--- config.mk ---
export PLATFORM = sky130hd
export DESIGN_NAME = receiver_amp_gain_regs
export DESIGN_NICKNAME = d
export VERILOG_FILES = /design/src/inc/rx_gain_pkg.sv /design/src/gain_lut.sv /design/src/path_reg.sv /design/src/receiver_amp_gain_regs.sv
export VERILOG_INCLUDE_DIRS = /design/src /design/src/inc
export SDC_FILE = /design/constraint.sdc
export NUM_CORES = 1
export LEC_CHECK = 0
export BUFFER_PORTS_ARGS = -buffer_cell sky130_fd_sc_hd__buf_2
export CAP_MARGIN = 5
export CORE_UTILIZATION = 50
export CTS_CLUSTER_SIZE = 14
export DETAILED_ROUTE_END_ITERATION = 7
export GPL_TIMING_DRIVEN = 1
export PLACE_DENSITY = 0.78
export SETUP_SLACK_MARGIN = 0.02
export SLEW_MARGIN = 20
export SYNTH_ARGS = -nofsm -noshare
export SYNTH_HDL_FRONTEND = slang
export SYNTH_SLANG_ARGS = --single-unit
export TNS_END_PERCENT = 50
--- constraint.sdc ---
create_clock -name pclk -period 3.68 [get_ports pclk]
set_input_delay 0.736 -clock pclk [delete_from_list [all_inputs] [get_ports pclk]]
set_output_delay 0.736 -clock pclk [all_outputs]
set_load 0.02 [all_outputs]
--- src/inc/rx_gain_defs.svh ---
// Constants for the receiver amplifier gain register bank
`ifndef RX_GAIN_DEFS_SVH
`define RX_GAIN_DEFS_SVH

`define RX_DATA_W 32
`define RX_STRB_W 4
`define RX_BYTE_W 8
`define RX_CODE_W 7
`define RX_ATTEN_W 10
`define RX_IDX_W 7
`define RX_ADDR_LSB 2
`define RX_ALIGN_OK 2'h0

`define RX_IDX_PAGE 7'h00
`define RX_IDX_LEFT_LINE 7'h24
`define RX_IDX_RIGHT_LINE 7'h25
`define RX_IDX_LEFT_INPUT 7'h26
`define RX_IDX_STATUS 7'h7E
`define RX_IDX_BOOK 7'h7F

`define RX_BOOK_RECEIVER 8'h00
`define RX_PAGE_RECEIVER 8'h01
`define RX_SEL_RESET 8'h00

`define RX_CODE_MUTE 7'h7F
`define RX_CODE_RSV_LO 7'h76
`define RX_CODE_RSV_HI 7'h7E
`define RX_LUT_DEPTH 118
`define RX_ATTEN_NONE 10'h000

`define RX_LINK_BIT 7
`define RX_LINK_RESET 1'b0
`define RX_GAIN_RESET 7'h7F

`define RX_ST_LEFT_LINE_ON 0
`define RX_ST_RIGHT_LINE_ON 1
`define RX_ST_LEFT_INPUT_ON 2
`define RX_ST_LINK 3
`define RX_ST_RSV_SEEN 4

`endif

--- src/inc/rx_gain_pkg.sv ---
// Types and shared helpers for the receiver amplifier gain bank
`include "rx_gain_defs.svh"

package rx_gain_pkg;

    typedef enum logic [0:0] {
        BUS_IDLE = 1'b0,
        BUS_ANSWER = 1'b1
    } bus_state_t;

    typedef struct packed {
        logic connected;
        logic reserved;
        logic [`RX_ATTEN_W-1:0] atten_tenth_db;
        logic [`RX_CODE_W-1:0] code;
    } path_ctrl_t;

    typedef struct packed {
        logic sel;
        logic enable;
        logic write;
        logic [`RX_STRB_W-1:0] strb;
        logic [`RX_DATA_W-1:0] wdata;
    } apb_req_t;

    function automatic logic code_is_reserved(
        input logic [`RX_CODE_W-1:0] code
    );
        return (code >= `RX_CODE_RSV_LO) && (code <= `RX_CODE_RSV_HI);
    endfunction

endpackage

--- src/gain_lut.sv ---
// Code to attenuation lookup for one receiver path
`timescale 1ns/1ps
`include "rx_gain_defs.svh"

module gain_lut (
    input wire logic [`RX_CODE_W-1:0] code,
    output rx_gain_pkg::path_ctrl_t path
);

    // Attenuation in tenths of a dB; the table is non-uniform up high
    localparam logic [`RX_ATTEN_W-1:0] LUT [0:`RX_LUT_DEPTH-1] = '{
        10'h000, 10'h005, 10'h00A, 10'h00F, 10'h014, 10'h019, 10'h01E,
        10'h023, 10'h028, 10'h02D, 10'h032, 10'h037, 10'h03C, 10'h041,
        10'h046, 10'h04B, 10'h050, 10'h055, 10'h05A, 10'h05F, 10'h064,
        10'h069, 10'h06E, 10'h073, 10'h078, 10'h07D, 10'h082, 10'h087,
        10'h08D, 10'h092, 10'h097, 10'h09C, 10'h0A0, 10'h0A5, 10'h0AB,
        10'h0AF, 10'h0B5, 10'h0BA, 10'h0BF, 10'h0C4, 10'h0C9, 10'h0CE,
        10'h0D3, 10'h0D8, 10'h0DD, 10'h0E2, 10'h0E7, 10'h0EC, 10'h0F1,
        10'h0F6, 10'h0FB, 10'h100, 10'h105, 10'h10A, 10'h10F, 10'h114,
        10'h119, 10'h11E, 10'h123, 10'h128, 10'h12D, 10'h132, 10'h137,
        10'h13C, 10'h141, 10'h147, 10'h14B, 10'h150, 10'h155, 10'h15A,
        10'h160, 10'h165, 10'h169, 10'h16F, 10'h173, 10'h179, 10'h17E,
        10'h183, 10'h188, 10'h18D, 10'h192, 10'h197, 10'h19C, 10'h1A2,
        10'h1A5, 10'h1AB, 10'h1B0, 10'h1B6, 10'h1BB, 10'h1C0, 10'h1C4,
        10'h1CA, 10'h1CE, 10'h1D3, 10'h1DA, 10'h1DF, 10'h1E2, 10'h1E7,
        10'h1ED, 10'h1F4, 10'h1F7, 10'h1FE, 10'h202, 10'h206, 10'h20B,
        10'h20F, 10'h219, 10'h21E, 10'h22A, 10'h237, 10'h247, 10'h25A,
        10'h273, 10'h283, 10'h296, 10'h2AF, 10'h2D3, 10'h30F
    };

    always_comb begin
        path.code = code;
        path.reserved = rx_gain_pkg::code_is_reserved(code); // RULE_03
        // Mute code and reserved codes both leave the path open
        path.connected = (code != `RX_CODE_MUTE) && !path.reserved; // RULE_02
        path.atten_tenth_db = `RX_ATTEN_NONE;
        if (path.connected) begin
            path.atten_tenth_db = LUT[code]; // RULE_10 RULE_11 RULE_12 RULE_14
        end
    end

endmodule // gain_lut

--- src/path_reg.sv ---
// Output register stage for one receiver path control word
`timescale 1ns/1ps
`include "rx_gain_defs.svh"

module path_reg (
    input wire logic pclk,
    input wire logic presetn,
    input rx_gain_pkg::path_ctrl_t path_next,
    output rx_gain_pkg::path_ctrl_t path_q
);

    // Reset state is the disconnected path
    localparam rx_gain_pkg::path_ctrl_t PATH_RESET = '{
        connected: 1'b0,
        reserved: 1'b0,
        atten_tenth_db: `RX_ATTEN_NONE,
        code: `RX_GAIN_RESET
    };

    always_ff @(posedge pclk or negedge presetn) begin
        if (!presetn) begin
            path_q <= PATH_RESET;
        end else begin
            path_q <= path_next;
        end
    end

endmodule // path_reg

--- src/receiver_amp_gain_regs.sv ---
// APB register bank steering the receiver amplifier path gains
//
// Implementation choice: register access over APB.
`timescale 1ns/1ps
`include "rx_gain_defs.svh"

// Contract
// RULE_01 - Left line to positive driver gain field
// RULE_02 - All ones disconnects left line path, reset
// RULE_03 - Host never writes reserved codes 76h-7Eh
// RULE_04 - Link bit makes left field drive both
// RULE_05 - Host sets link only for differential load
// RULE_06 - Right line gain field, bits 6:0, reset ones
// RULE_07 - All ones disconnects right line path
// RULE_08 - Third register bit 7 reads zero only
// RULE_09 - Left input gain field, bits 6:0, reset ones
// RULE_10 - Code zero 0 dB, half-dB low steps
// RULE_11 - Fixed non-uniform table for every code
// RULE_12 - Code 75h gives -78.3 dB maximum
// RULE_13 - Registers selected by book, page, index
// RULE_14 - Combinational lookup, reads return stored field
module receiver_amp_gain_regs #(
    parameter int ADDR_W = 12
) (
    input wire logic pclk,
    input wire logic presetn,
    input wire logic psel,
    input wire logic penable,
    input wire logic pwrite,
    input wire logic [ADDR_W-1:0] paddr,
    input wire logic [`RX_DATA_W-1:0] pwdata,
    input wire logic [`RX_STRB_W-1:0] pstrb,
    output logic [`RX_DATA_W-1:0] prdata,
    output logic pready,
    output logic pslverr,
    output logic link_shared,
    output rx_gain_pkg::path_ctrl_t left_line_path,
    output rx_gain_pkg::path_ctrl_t right_line_path,
    output rx_gain_pkg::path_ctrl_t left_input_path
);

    localparam int IDX_TOP = `RX_ADDR_LSB + `RX_IDX_W;

    rx_gain_pkg::apb_req_t req;
    rx_gain_pkg::bus_state_t bus_state_reg;
    rx_gain_pkg::bus_state_t bus_state_next;
    logic pready_reg;
    logic pready_next;
    logic pslverr_reg;
    logic pslverr_next;
    logic [`RX_DATA_W-1:0] prdata_reg;
    logic [`RX_DATA_W-1:0] prdata_next;

    logic [`RX_BYTE_W-1:0] page_reg;
    logic [`RX_BYTE_W-1:0] page_next;
    logic [`RX_BYTE_W-1:0] book_reg;
    logic [`RX_BYTE_W-1:0] book_next;
    logic [`RX_CODE_W-1:0] left_line_reg;
    logic [`RX_CODE_W-1:0] left_line_next;
    logic [`RX_CODE_W-1:0] right_line_reg;
    logic [`RX_CODE_W-1:0] right_line_next;
    logic link_reg;
    logic link_next;
    logic [`RX_CODE_W-1:0] left_input_reg;
    logic [`RX_CODE_W-1:0] left_input_next;
    logic rsv_seen_reg;
    logic rsv_seen_next;

    logic [`RX_IDX_W-1:0] idx;
    logic aligned;
    logic in_range;
    logic in_rx_page;
    logic mapped;
    logic take;
    logic done;
    logic wr_en;
    logic [`RX_BYTE_W-1:0] wbyte;
    logic [`RX_DATA_W-1:0] rd_value;
    logic rsv_write;
    logic [`RX_CODE_W-1:0] right_eff;

    rx_gain_pkg::path_ctrl_t left_line_dec;
    rx_gain_pkg::path_ctrl_t right_line_dec;
    rx_gain_pkg::path_ctrl_t left_input_dec;

    function automatic logic [`RX_DATA_W-1:0] gain_word(
        input logic link,
        input logic [`RX_CODE_W-1:0] code
    );
        logic [`RX_DATA_W-1:0] w;
        w = '0;
        w[`RX_CODE_W-1:0] = code;
        w[`RX_LINK_BIT] = link;
        return w;
    endfunction

    always_comb begin
        req.sel = psel;
        req.enable = penable;
        req.write = pwrite;
        req.strb = pstrb;
        req.wdata = pwdata;
    end

    // Address decode; the book and page select the receiver bank
    always_comb begin
        idx = paddr[`RX_ADDR_LSB +: `RX_IDX_W];
        aligned = (paddr[`RX_ADDR_LSB-1:0] == `RX_ALIGN_OK);
        in_range = ((paddr >> IDX_TOP) == '0);
        in_rx_page = (book_reg == `RX_BOOK_RECEIVER) &&
                     (page_reg == `RX_PAGE_RECEIVER); // RULE_13
        case (idx)
            `RX_IDX_PAGE,
            `RX_IDX_BOOK,
            `RX_IDX_STATUS: begin
                mapped = aligned && in_range;
            end
            `RX_IDX_LEFT_LINE,
            `RX_IDX_RIGHT_LINE,
            `RX_IDX_LEFT_INPUT: begin
                mapped = aligned && in_range && in_rx_page; // RULE_13
            end
            default: begin
                mapped = 1'b0;
            end
        endcase
    end

    // Read data; gain fields come back exactly as stored
    always_comb begin
        rd_value = '0;
        case (idx)
            `RX_IDX_PAGE: begin
                rd_value[`RX_BYTE_W-1:0] = page_reg;
            end
            `RX_IDX_BOOK: begin
                rd_value[`RX_BYTE_W-1:0] = book_reg;
            end
            `RX_IDX_LEFT_LINE: begin
                rd_value = gain_word(1'b0, left_line_reg); // RULE_14
            end
            `RX_IDX_RIGHT_LINE: begin
                rd_value = gain_word(link_reg, right_line_reg); // RULE_14
            end
            `RX_IDX_LEFT_INPUT: begin
                rd_value = gain_word(1'b0, left_input_reg); // RULE_08
            end
            `RX_IDX_STATUS: begin
                rd_value[`RX_ST_LEFT_LINE_ON] = left_line_path.connected;
                rd_value[`RX_ST_RIGHT_LINE_ON] = right_line_path.connected;
                rd_value[`RX_ST_LEFT_INPUT_ON] = left_input_path.connected;
                rd_value[`RX_ST_LINK] = link_reg;
                rd_value[`RX_ST_RSV_SEEN] = rsv_seen_reg;
            end
            default: begin
                rd_value = '0;
            end
        endcase
        if (!mapped) begin
            rd_value = '0;
        end
    end

    // Bus handshake: one wait state, answer registered
    always_comb begin
        take = req.sel && req.enable && (bus_state_reg == rx_gain_pkg::BUS_IDLE);
        done = req.sel && req.enable && pready_reg;
        bus_state_next = bus_state_reg;
        pready_next = 1'b0;
        pslverr_next = 1'b0;
        prdata_next = '0;
        case (bus_state_reg)
            rx_gain_pkg::BUS_IDLE: begin
                if (take) begin
                    bus_state_next = rx_gain_pkg::BUS_ANSWER;
                    pready_next = 1'b1;
                    pslverr_next = !mapped;
                    prdata_next = req.write ? '0 : rd_value;
                end
            end
            rx_gain_pkg::BUS_ANSWER: begin
                bus_state_next = rx_gain_pkg::BUS_IDLE;
            end
            default: begin
                bus_state_next = rx_gain_pkg::BUS_IDLE;
            end
        endcase
    end

    // Writes land only at the completing edge; lane 0 carries the byte
    always_comb begin
        wr_en = done && req.write && mapped && req.strb[0];
        wbyte = req.wdata[`RX_BYTE_W-1:0];
        page_next = page_reg;
        book_next = book_reg;
        left_line_next = left_line_reg;
        right_line_next = right_line_reg;
        link_next = link_reg;
        left_input_next = left_input_reg;
        rsv_write = 1'b0;
        if (wr_en) begin
            case (idx)
                `RX_IDX_PAGE: begin
                    page_next = wbyte; // RULE_13
                end
                `RX_IDX_BOOK: begin
                    book_next = wbyte; // RULE_13
                end
                `RX_IDX_LEFT_LINE: begin
                    left_line_next = wbyte[`RX_CODE_W-1:0]; // RULE_01
                end
                `RX_IDX_RIGHT_LINE: begin
                    right_line_next = wbyte[`RX_CODE_W-1:0]; // RULE_06
                    // No lock on the link bit; load type is up to software
                    link_next = wbyte[`RX_LINK_BIT]; // RULE_04 RULE_05
                end
                `RX_IDX_LEFT_INPUT: begin
                    // Bit 7 is not stored, so it always reads zero
                    left_input_next = wbyte[`RX_CODE_W-1:0]; // RULE_08 RULE_09
                end
                default: begin
                    page_next = page_reg;
                end
            endcase
            if (idx == `RX_IDX_LEFT_LINE || idx == `RX_IDX_RIGHT_LINE ||
                idx == `RX_IDX_LEFT_INPUT) begin
                // Stored as written; only flagged for software to see
                rsv_write = rx_gain_pkg::code_is_reserved(
                    wbyte[`RX_CODE_W-1:0]); // RULE_03
            end
        end
    end

    // Sticky flag: a new reserved write wins over a clear
    always_comb begin
        rsv_seen_next = rsv_seen_reg;
        if (wr_en && idx == `RX_IDX_STATUS && wbyte[`RX_ST_RSV_SEEN]) begin
            rsv_seen_next = 1'b0;
        end
        if (rsv_write) begin
            rsv_seen_next = 1'b1;
        end
    end

    // Effective codes feed the lookups
    always_comb begin
        right_eff = link_reg ? left_line_reg : right_line_reg; // RULE_04
    end

    gain_lut u_lut_left_line (
        .code(left_line_reg),
        .path(left_line_dec)
    );

    gain_lut u_lut_right_line (
        .code(right_eff),
        .path(right_line_dec)
    );

    gain_lut u_lut_left_input (
        .code(left_input_reg),
        .path(left_input_dec)
    );

    path_reg u_out_left_line (
        .pclk(pclk),
        .presetn(presetn),
        .path_next(left_line_dec),
        .path_q(left_line_path)
    );

    path_reg u_out_right_line (
        .pclk(pclk),
        .presetn(presetn),
        .path_next(right_line_dec),
        .path_q(right_line_path)
    );

    path_reg u_out_left_input (
        .pclk(pclk),
        .presetn(presetn),
        .path_next(left_input_dec),
        .path_q(left_input_path)
    );

    always_ff @(posedge pclk or negedge presetn) begin
        if (!presetn) begin
            bus_state_reg <= rx_gain_pkg::BUS_IDLE;
            pready_reg <= 1'b0;
            pslverr_reg <= 1'b0;
            prdata_reg <= '0;
        end else begin
            bus_state_reg <= bus_state_next;
            pready_reg <= pready_next;
            pslverr_reg <= pslverr_next;
            prdata_reg <= prdata_next;
        end
    end

    always_ff @(posedge pclk or negedge presetn) begin
        if (!presetn) begin
            page_reg <= `RX_SEL_RESET;
            book_reg <= `RX_SEL_RESET;
            left_line_reg <= `RX_GAIN_RESET; // RULE_02
            right_line_reg <= `RX_GAIN_RESET; // RULE_06 RULE_07
            link_reg <= `RX_LINK_RESET;
            left_input_reg <= `RX_GAIN_RESET; // RULE_09
            rsv_seen_reg <= 1'b0;
            link_shared <= `RX_LINK_RESET;
        end else begin
            page_reg <= page_next;
            book_reg <= book_next;
            left_line_reg <= left_line_next;
            right_line_reg <= right_line_next;
            link_reg <= link_next;
            left_input_reg <= left_input_next;
            rsv_seen_reg <= rsv_seen_next;
            link_shared <= link_next;
        end
    end

    always_comb begin
        prdata = prdata_reg;
        pready = pready_reg;
        pslverr = pslverr_reg;
    end

endmodule // receiver_amp_gain_regs

# Word-level counts from Yosys, hierarchy flattened
# Memory sizes are Yosys's and may differ from the RTL's.
# Index checks and enable logic that the tools add are counted.
classes:
  n_lt_le_gt_ge: 11
  eq_ne: 9
  n_mux: 26
  bitwise_logic: 4
  reduce_logical: 36
ops:
  columns: ["cell", "count"]
  rows:
  - ["two-way mux 32 bit", 3]
  - ["two-way mux 10 bit", 9]
  - ["case mux 5 bit (6 select lines)", 1]
  - ["greater-or-equal comparator 7 bit, second input constant", 4]
  - ["less-or-equal comparator 7 bit, second input constant", 4]
  - ["greater-or-equal comparator 8 bit, second input constant", 3]
  - ["inverter 7 -> 8 bit", 3]
  - ["equality test 7 x 6 -> 1 bit, second input constant", 3]
  - ["inequality test 7 bit, second input constant", 3]
  - ["logical AND 1 bit", 18]
  - ["case mux 3 bit (5 select lines)", 1]
  - ["equality test 7 bit, second input constant", 2]
  - ["zero test 12 bit", 1]
  - ["AND reduction 2 bit", 5]
  - ["equality test 8 x 1 -> 1 bit, second input constant", 1]
  - ["zero test 8 bit", 1]
  - ["two-way mux 1 bit", 8]
  - ["two-way mux 8 bit", 1]
  - ["zero test 7 bit", 1]
  - ["two-way mux 7 bit", 1]
  - ["OR reduction 3 bit", 2]
  - ["zero test 1 bit", 4]
  - ["case mux 1 bit (2 select lines)", 2]
  - ["zero test 2 bit", 1]
  - ["3 further kinds", 4]
word_totals:
  register_bits: 131
  mem_bits_ro: 3840
  input_bits: 53
  out_inout_bits: 92
  wordCells: 112
  mem_count: 3
memory_table:
  columns: ["memory", "depth", "width", "read_ports", "rd_ports_with_merged_regs", "write_ports", "line", "text"]
  rows:
  - ["(no name shown)", 128, 10, 1, 0, 0, "gain_lut.sv:38", "path.atten_tenth_db = LUT[code];"]
  - ["(no name shown)", 128, 10, 1, 0, 0, "gain_lut.sv:38", null]
  - ["(no name shown)", 128, 10, 1, 0, 0, "gain_lut.sv:38", null]

# Longest topological paths before layout
depth:
  depth_word: 10
  depth_mapped: 12
  ltp_nobuf: 10

# Modules after synthesis
# From an unflattened synthesis, not the netlist that was laid out.
unflattened:
  hier_cells: 898
  area_unflattened_um2: 8072.7
modules_own_cells:
  columns: ["module", "instances", "cells_each", "area_per_inst_um2", "seq_area_each_um2"]
  rows:
  - ["receiver_amp_gain_regs", 1, 222, 2568.7, 1252.5]
  - ["path_reg", 3, 19, 484.2, 484.2]
  - ["gain_lut at u_lut_left_line", 1, 209, 1362.6, 0.0]
  - ["gain_lut at u_lut_right_line", 1, 206, 1352.5, 0.0]
  - ["gain_lut at u_lut_left_input", 1, 204, 1336.3, 0.0]

# Worst setup path before layout
# OpenSTA, ideal clock, no wires.
synth_path:
  path_kind: "reg2reg"
  startpoint: "register link_reg"
  endpoint: "register u_out_right_line.path_q[7] in the netlist's numbering"
  setup_time_ns: 0.144
  arrival_ns: 2.655
  required_ns: 3.536
  setup_slack_ns: 0.881
  path_stages_with_launch: 13
  path_buffers: 3
  period_less_slack_ns: 2.799
  cell_sequence: "dfrtp_1 > buf_4 > buf_6 > mux2_4 > inv_1 > ha_1 > clkbuf_1 > mux2i_1 > mux2i_1 > o311ai_0 > o31a_1 > a2111oi_0 > nor4_1"
synth_lines:
  columns: ["element", "line", "text"]
  rows:
  - ["start: declaration", "receiver_amp_gain_regs.sv:62", "logic link_reg;"]
  - ["start signal: assignment", "receiver_amp_gain_regs.sv:306", "link_reg <= `RX_LINK_RESET;"]
  - ["start signal: assignment", "receiver_amp_gain_regs.sv:315", "link_reg <= link_next;"]
  - ["end signal: assignment", "path_reg.sv:24", "path_q <= path_next;"]
  - ["end: declaration", "path_reg.sv:9", "output rx_gain_pkg::path_ctrl_t path_q"]

==> out/summary.txt <==
Outcome = complete, no violations
Cell Rows = 45
CTS tree = yes
Largest net degree at the start of global routing = 59
Max-slew headroom = 34.96%
Via/cell ratio = 6.277
Crit share post-route = 80.04%
Via Count = 7357
Critical path arrival = 3140 ps
Die area = 16150 µm²
Crit Path Max Fanout = 10
Ys flop type = dfrtp_1
Wl on met1 = 9343 µm
Crit end category = flip-flop
Die H = 127.1 µm
Total overflow reported by the global router = 0
Iter 0 DRT Violations = 1079
Worst skew pair latency = 360 ps
Number of synthesized register bits = 106
Port bufs = 93
Worst path cell trace = mux2_4, inv_1, ha_1, inv_1, o211ai_1, o21ai_0, o21ai_0, o211ai_1, a2111oi_0
Post-synth ARST share = 100.0%
P&R area growth vs syn = 10.72%
Share of cells above drive strength 1 = 24.35%
Ant diodes = 0
Worst Max-Slew Pin Slew = 975.6 ps
Initial Util = 51.26%
Pins Over Slew Limit = 0
EDFF count, synth = 0
CTS Root Cell = clkbuf_16
Critical path required time = 3880 ps
Clock Pin Slew Worst Setup and Hold Paths = 80 ps
Mapped cell area = 7821 µm²
Clk sink count = 106
Area after DPL = 8328 µm²
Final ANT Viol Nets = 0
Worst reg2reg startpoint = link_reg$_DFFE_PN0P_
CTS Hold Bufs = 0
Met2 Routed Length = 9968 µm
CP Class = reg2reg
Synthesis warning total = 0
Core footprint = 15260 µm²
Final GP Congestion = 0.9282
Hold crit path type = in2async
Hold Vio Cnt, Final = 0
Fin crit period = 2946 ps
Drc violations = 0
Crit path launch type = flip-flop
Syn avg cell area = 8.633 µm²
CP Buf/Inv Count = 2
WL final = 21480 µm
CTS Buf Count = 9
Largest registers = u_out_left_input.path_q: 19 flops, u_out_left_line.path_q: 19 flops, u_out_right_line.path_q: 19 flops
Post-CTS resize count = 0
Initial antenna violation count = 0
Yosys cell types = 73
Leak pwr = 0.003728 µW
First-pass GRT wire length = 34770 µm
Hpwl dp = 14170 µm
Post-route cell area = 8660 µm²
Seq/Total Area, Yosys = 34.59%
Clock tree buffer depth = 2
F_max = 339.5 MHz
Largest vdd supply drop = 203.2 µV
Top sig layer = met4
Cell count after synthesis = 906
H-tree levels = 3
Net count reported at finish = 1039
Gr usage total = 26.99%
CP startpoint = link_reg$_DFFE_PN0P_
CP top delay family = compound AO/OA/AOI/OAI gates
IO Pins = 145
RSZ-0062 raised after global routing = false
WL met3 = 1532 µm
Clk_skew = 9.404 ps
Slowest stage cell, crit path = dfrtp_1
Maxcap violations = 0
Pwr dens = 270.8 nW/µm²
Routed wire per std cell = 18.32 µm
Crit path largest cell delay = 640 ps
Final setup violation count = 0
Drt pass-1 iters = 5
Die width = 127.1 µm
Number of global-route vias before repair = 6547
Post-CTS setup buffer count = 0
Setup TNS Final = 0 ps
# fillers = 1362
==> kinds of logic after synthesis <==
group | count (synthesis) | synth area share (%)
DFF | 106 | 34.59
AOI/OAI and AO/OA | 305 | 25.52
other | 1 | 0.04795
buffers and inverters | 130 | 7.983
and+or+nand+nor | 257 | 16.05
adders and majority gates | 30 | 4.799
muxes | 73 | 10.57
xor gates and xnor gates | 4 | 0.4479
==> Yosys cell counts (all sizes together), types with 5 or more instances <==
cell,n,area (µm²)
a211oi,23,172.7
a21oi,75,386.6
a221oi,7,61.31
a222oi,5,50.05
a311oi,9,78.83
a31oi,19,118.9
a32oi,10,87.58
and2,6,37.54
buf,54,339.1
clkbuf,50,187.7
dfrtp,64,1602
dfstp,42,1104
ha,30,375.4
inv,24,90.08
mux2,41,465.4
mux2i,31,339.1
nand2,76,285.3
nand2b,18,112.6
nand3,28,162.7
nand4,7,43.79
nor2,67,251.5
nor2b,9,56.30
nor3,24,130.1
nor4,9,71.32
o211ai,20,150.1
o21a,8,60.06
o21ai,71,355.3
o22ai,7,43.79
o311ai,7,61.31
o31ai,11,82.58
==> power breakdown <==
part	leakage (µW)	switching, µW	internal, µW
Clock	0.000163	477	609
Combinational	0.00226	72.2	18.5
Sequential	0.00131	0.585	1170
Total	0.00373	550	1800
==> final timing paths <==
check / to / slack, ps / depth (start not counted)
setup / recovery: u_out_right_line.path_q[11]$_DFF_PN0_ / 730 / 9
hold / removal: prdata[4]$_DFF_PN0_ / 390 / 1
setup reg to reg: u_out_right_line.path_q[11]$_DFF_PN0_ / 730 / 9
hold reg to reg: bus_state_reg$_DFF_PN0_ / 480 / 1
max in group asynchronous: u_out_right_line.path_q[5]$_DFF_PN1_ / 2530 / 2
min in group pclk: bus_state_reg$_DFF_PN0_ / 480 / 1
==> layout make-up <==
type / count / area [µm²] / share of cell area [%]
Tap cell: 211 / 264.0 / 3.049
Inverter: 26 / 97.59 / 1.127
Sequential cell: 106 / 2705 / 31.24
Clock inverter: 7 / 106.4 / 1.228
Clock buffer: 9 / 225.2 / 2.601
Multi-Input combinational cell: 693 / 4578 / 52.87
Timing Repair Buffer: 120 / 683.2 / 7.889
==> cell usage in the layout, fill, tap and decap left out, types with 4 or more instances in the layout <==
cell,netlist,routed
buf_2,16,92
nand2_1,76,76
a21oi_1,74,74
o21ai_0,69,69
nor2_1,67,67
dfrtp_1,64,64
dfstp_2,42,42
mux2_2,40,40
ha_1,30,30
mux2i_1,28,28
buf_4,27,27
nand3_1,25,25
conb_1,1,24
inv_1,23,23
a211oi_1,23,23
nor3_1,22,22
o211ai_1,20,20
a31oi_1,19,19
nand2b_1,18,18
o31ai_1,11,11
a32oi_1,10,10
nor2b_1,9,9
a311oi_1,9,9
clkbuf_16,0,9
o21a_1,8,8
nor4_1,8,8
o311ai_0,7,7
a221oi_1,7,7
o22ai_1,7,7
nand4_1,7,7
and2_1,6,6
a222oi_1,5,5
xnor2_1,4,4
a211o_1,4,4
a21o_1,4,4
==> routing by layer <==
| metal | up-vias | GRT usage (%) |
|---|---|---|
| met2 | 355 | 42.02 |
| met4 | 0 | 10.08 |
| met1 | 3545 | 38.17 |
| met3 | 50 | 3.894 |
| li1 | 3407 | - |
| met5 | - | 0 |
==> through the flow <==
step | hold slack (ps) | setup slack (ps) | utilization (%) | power (µW) | instances
final | 385.7 | 734.4 | 56.75 | 2345 | 1172
after global routing | 446.8 | 565.1 | 56.75 | 2426 | 1172
after CTS | 415.8 | 823.2 | 56.75 | 2367 | 1172
after detailed placement | 462.1 | 861.6 | 54.58 | 1280 | 1156
after global placement | 463.3 | 851.3 | 54.58 | 1279 | 1156
after floorplan | 351.9 | 880.9 | - | 1245 | 929
==> worst reg2reg max path: cells and delay by family (launching register included) <==
family	cells	cell delay (ps)
AOI/OAI and AO/OA	5	1120
muxes	1	360
DFF	1	640
adders and majority gates	1	320
buffers and inverters	2	360
(Power assumes the default switching activity.)
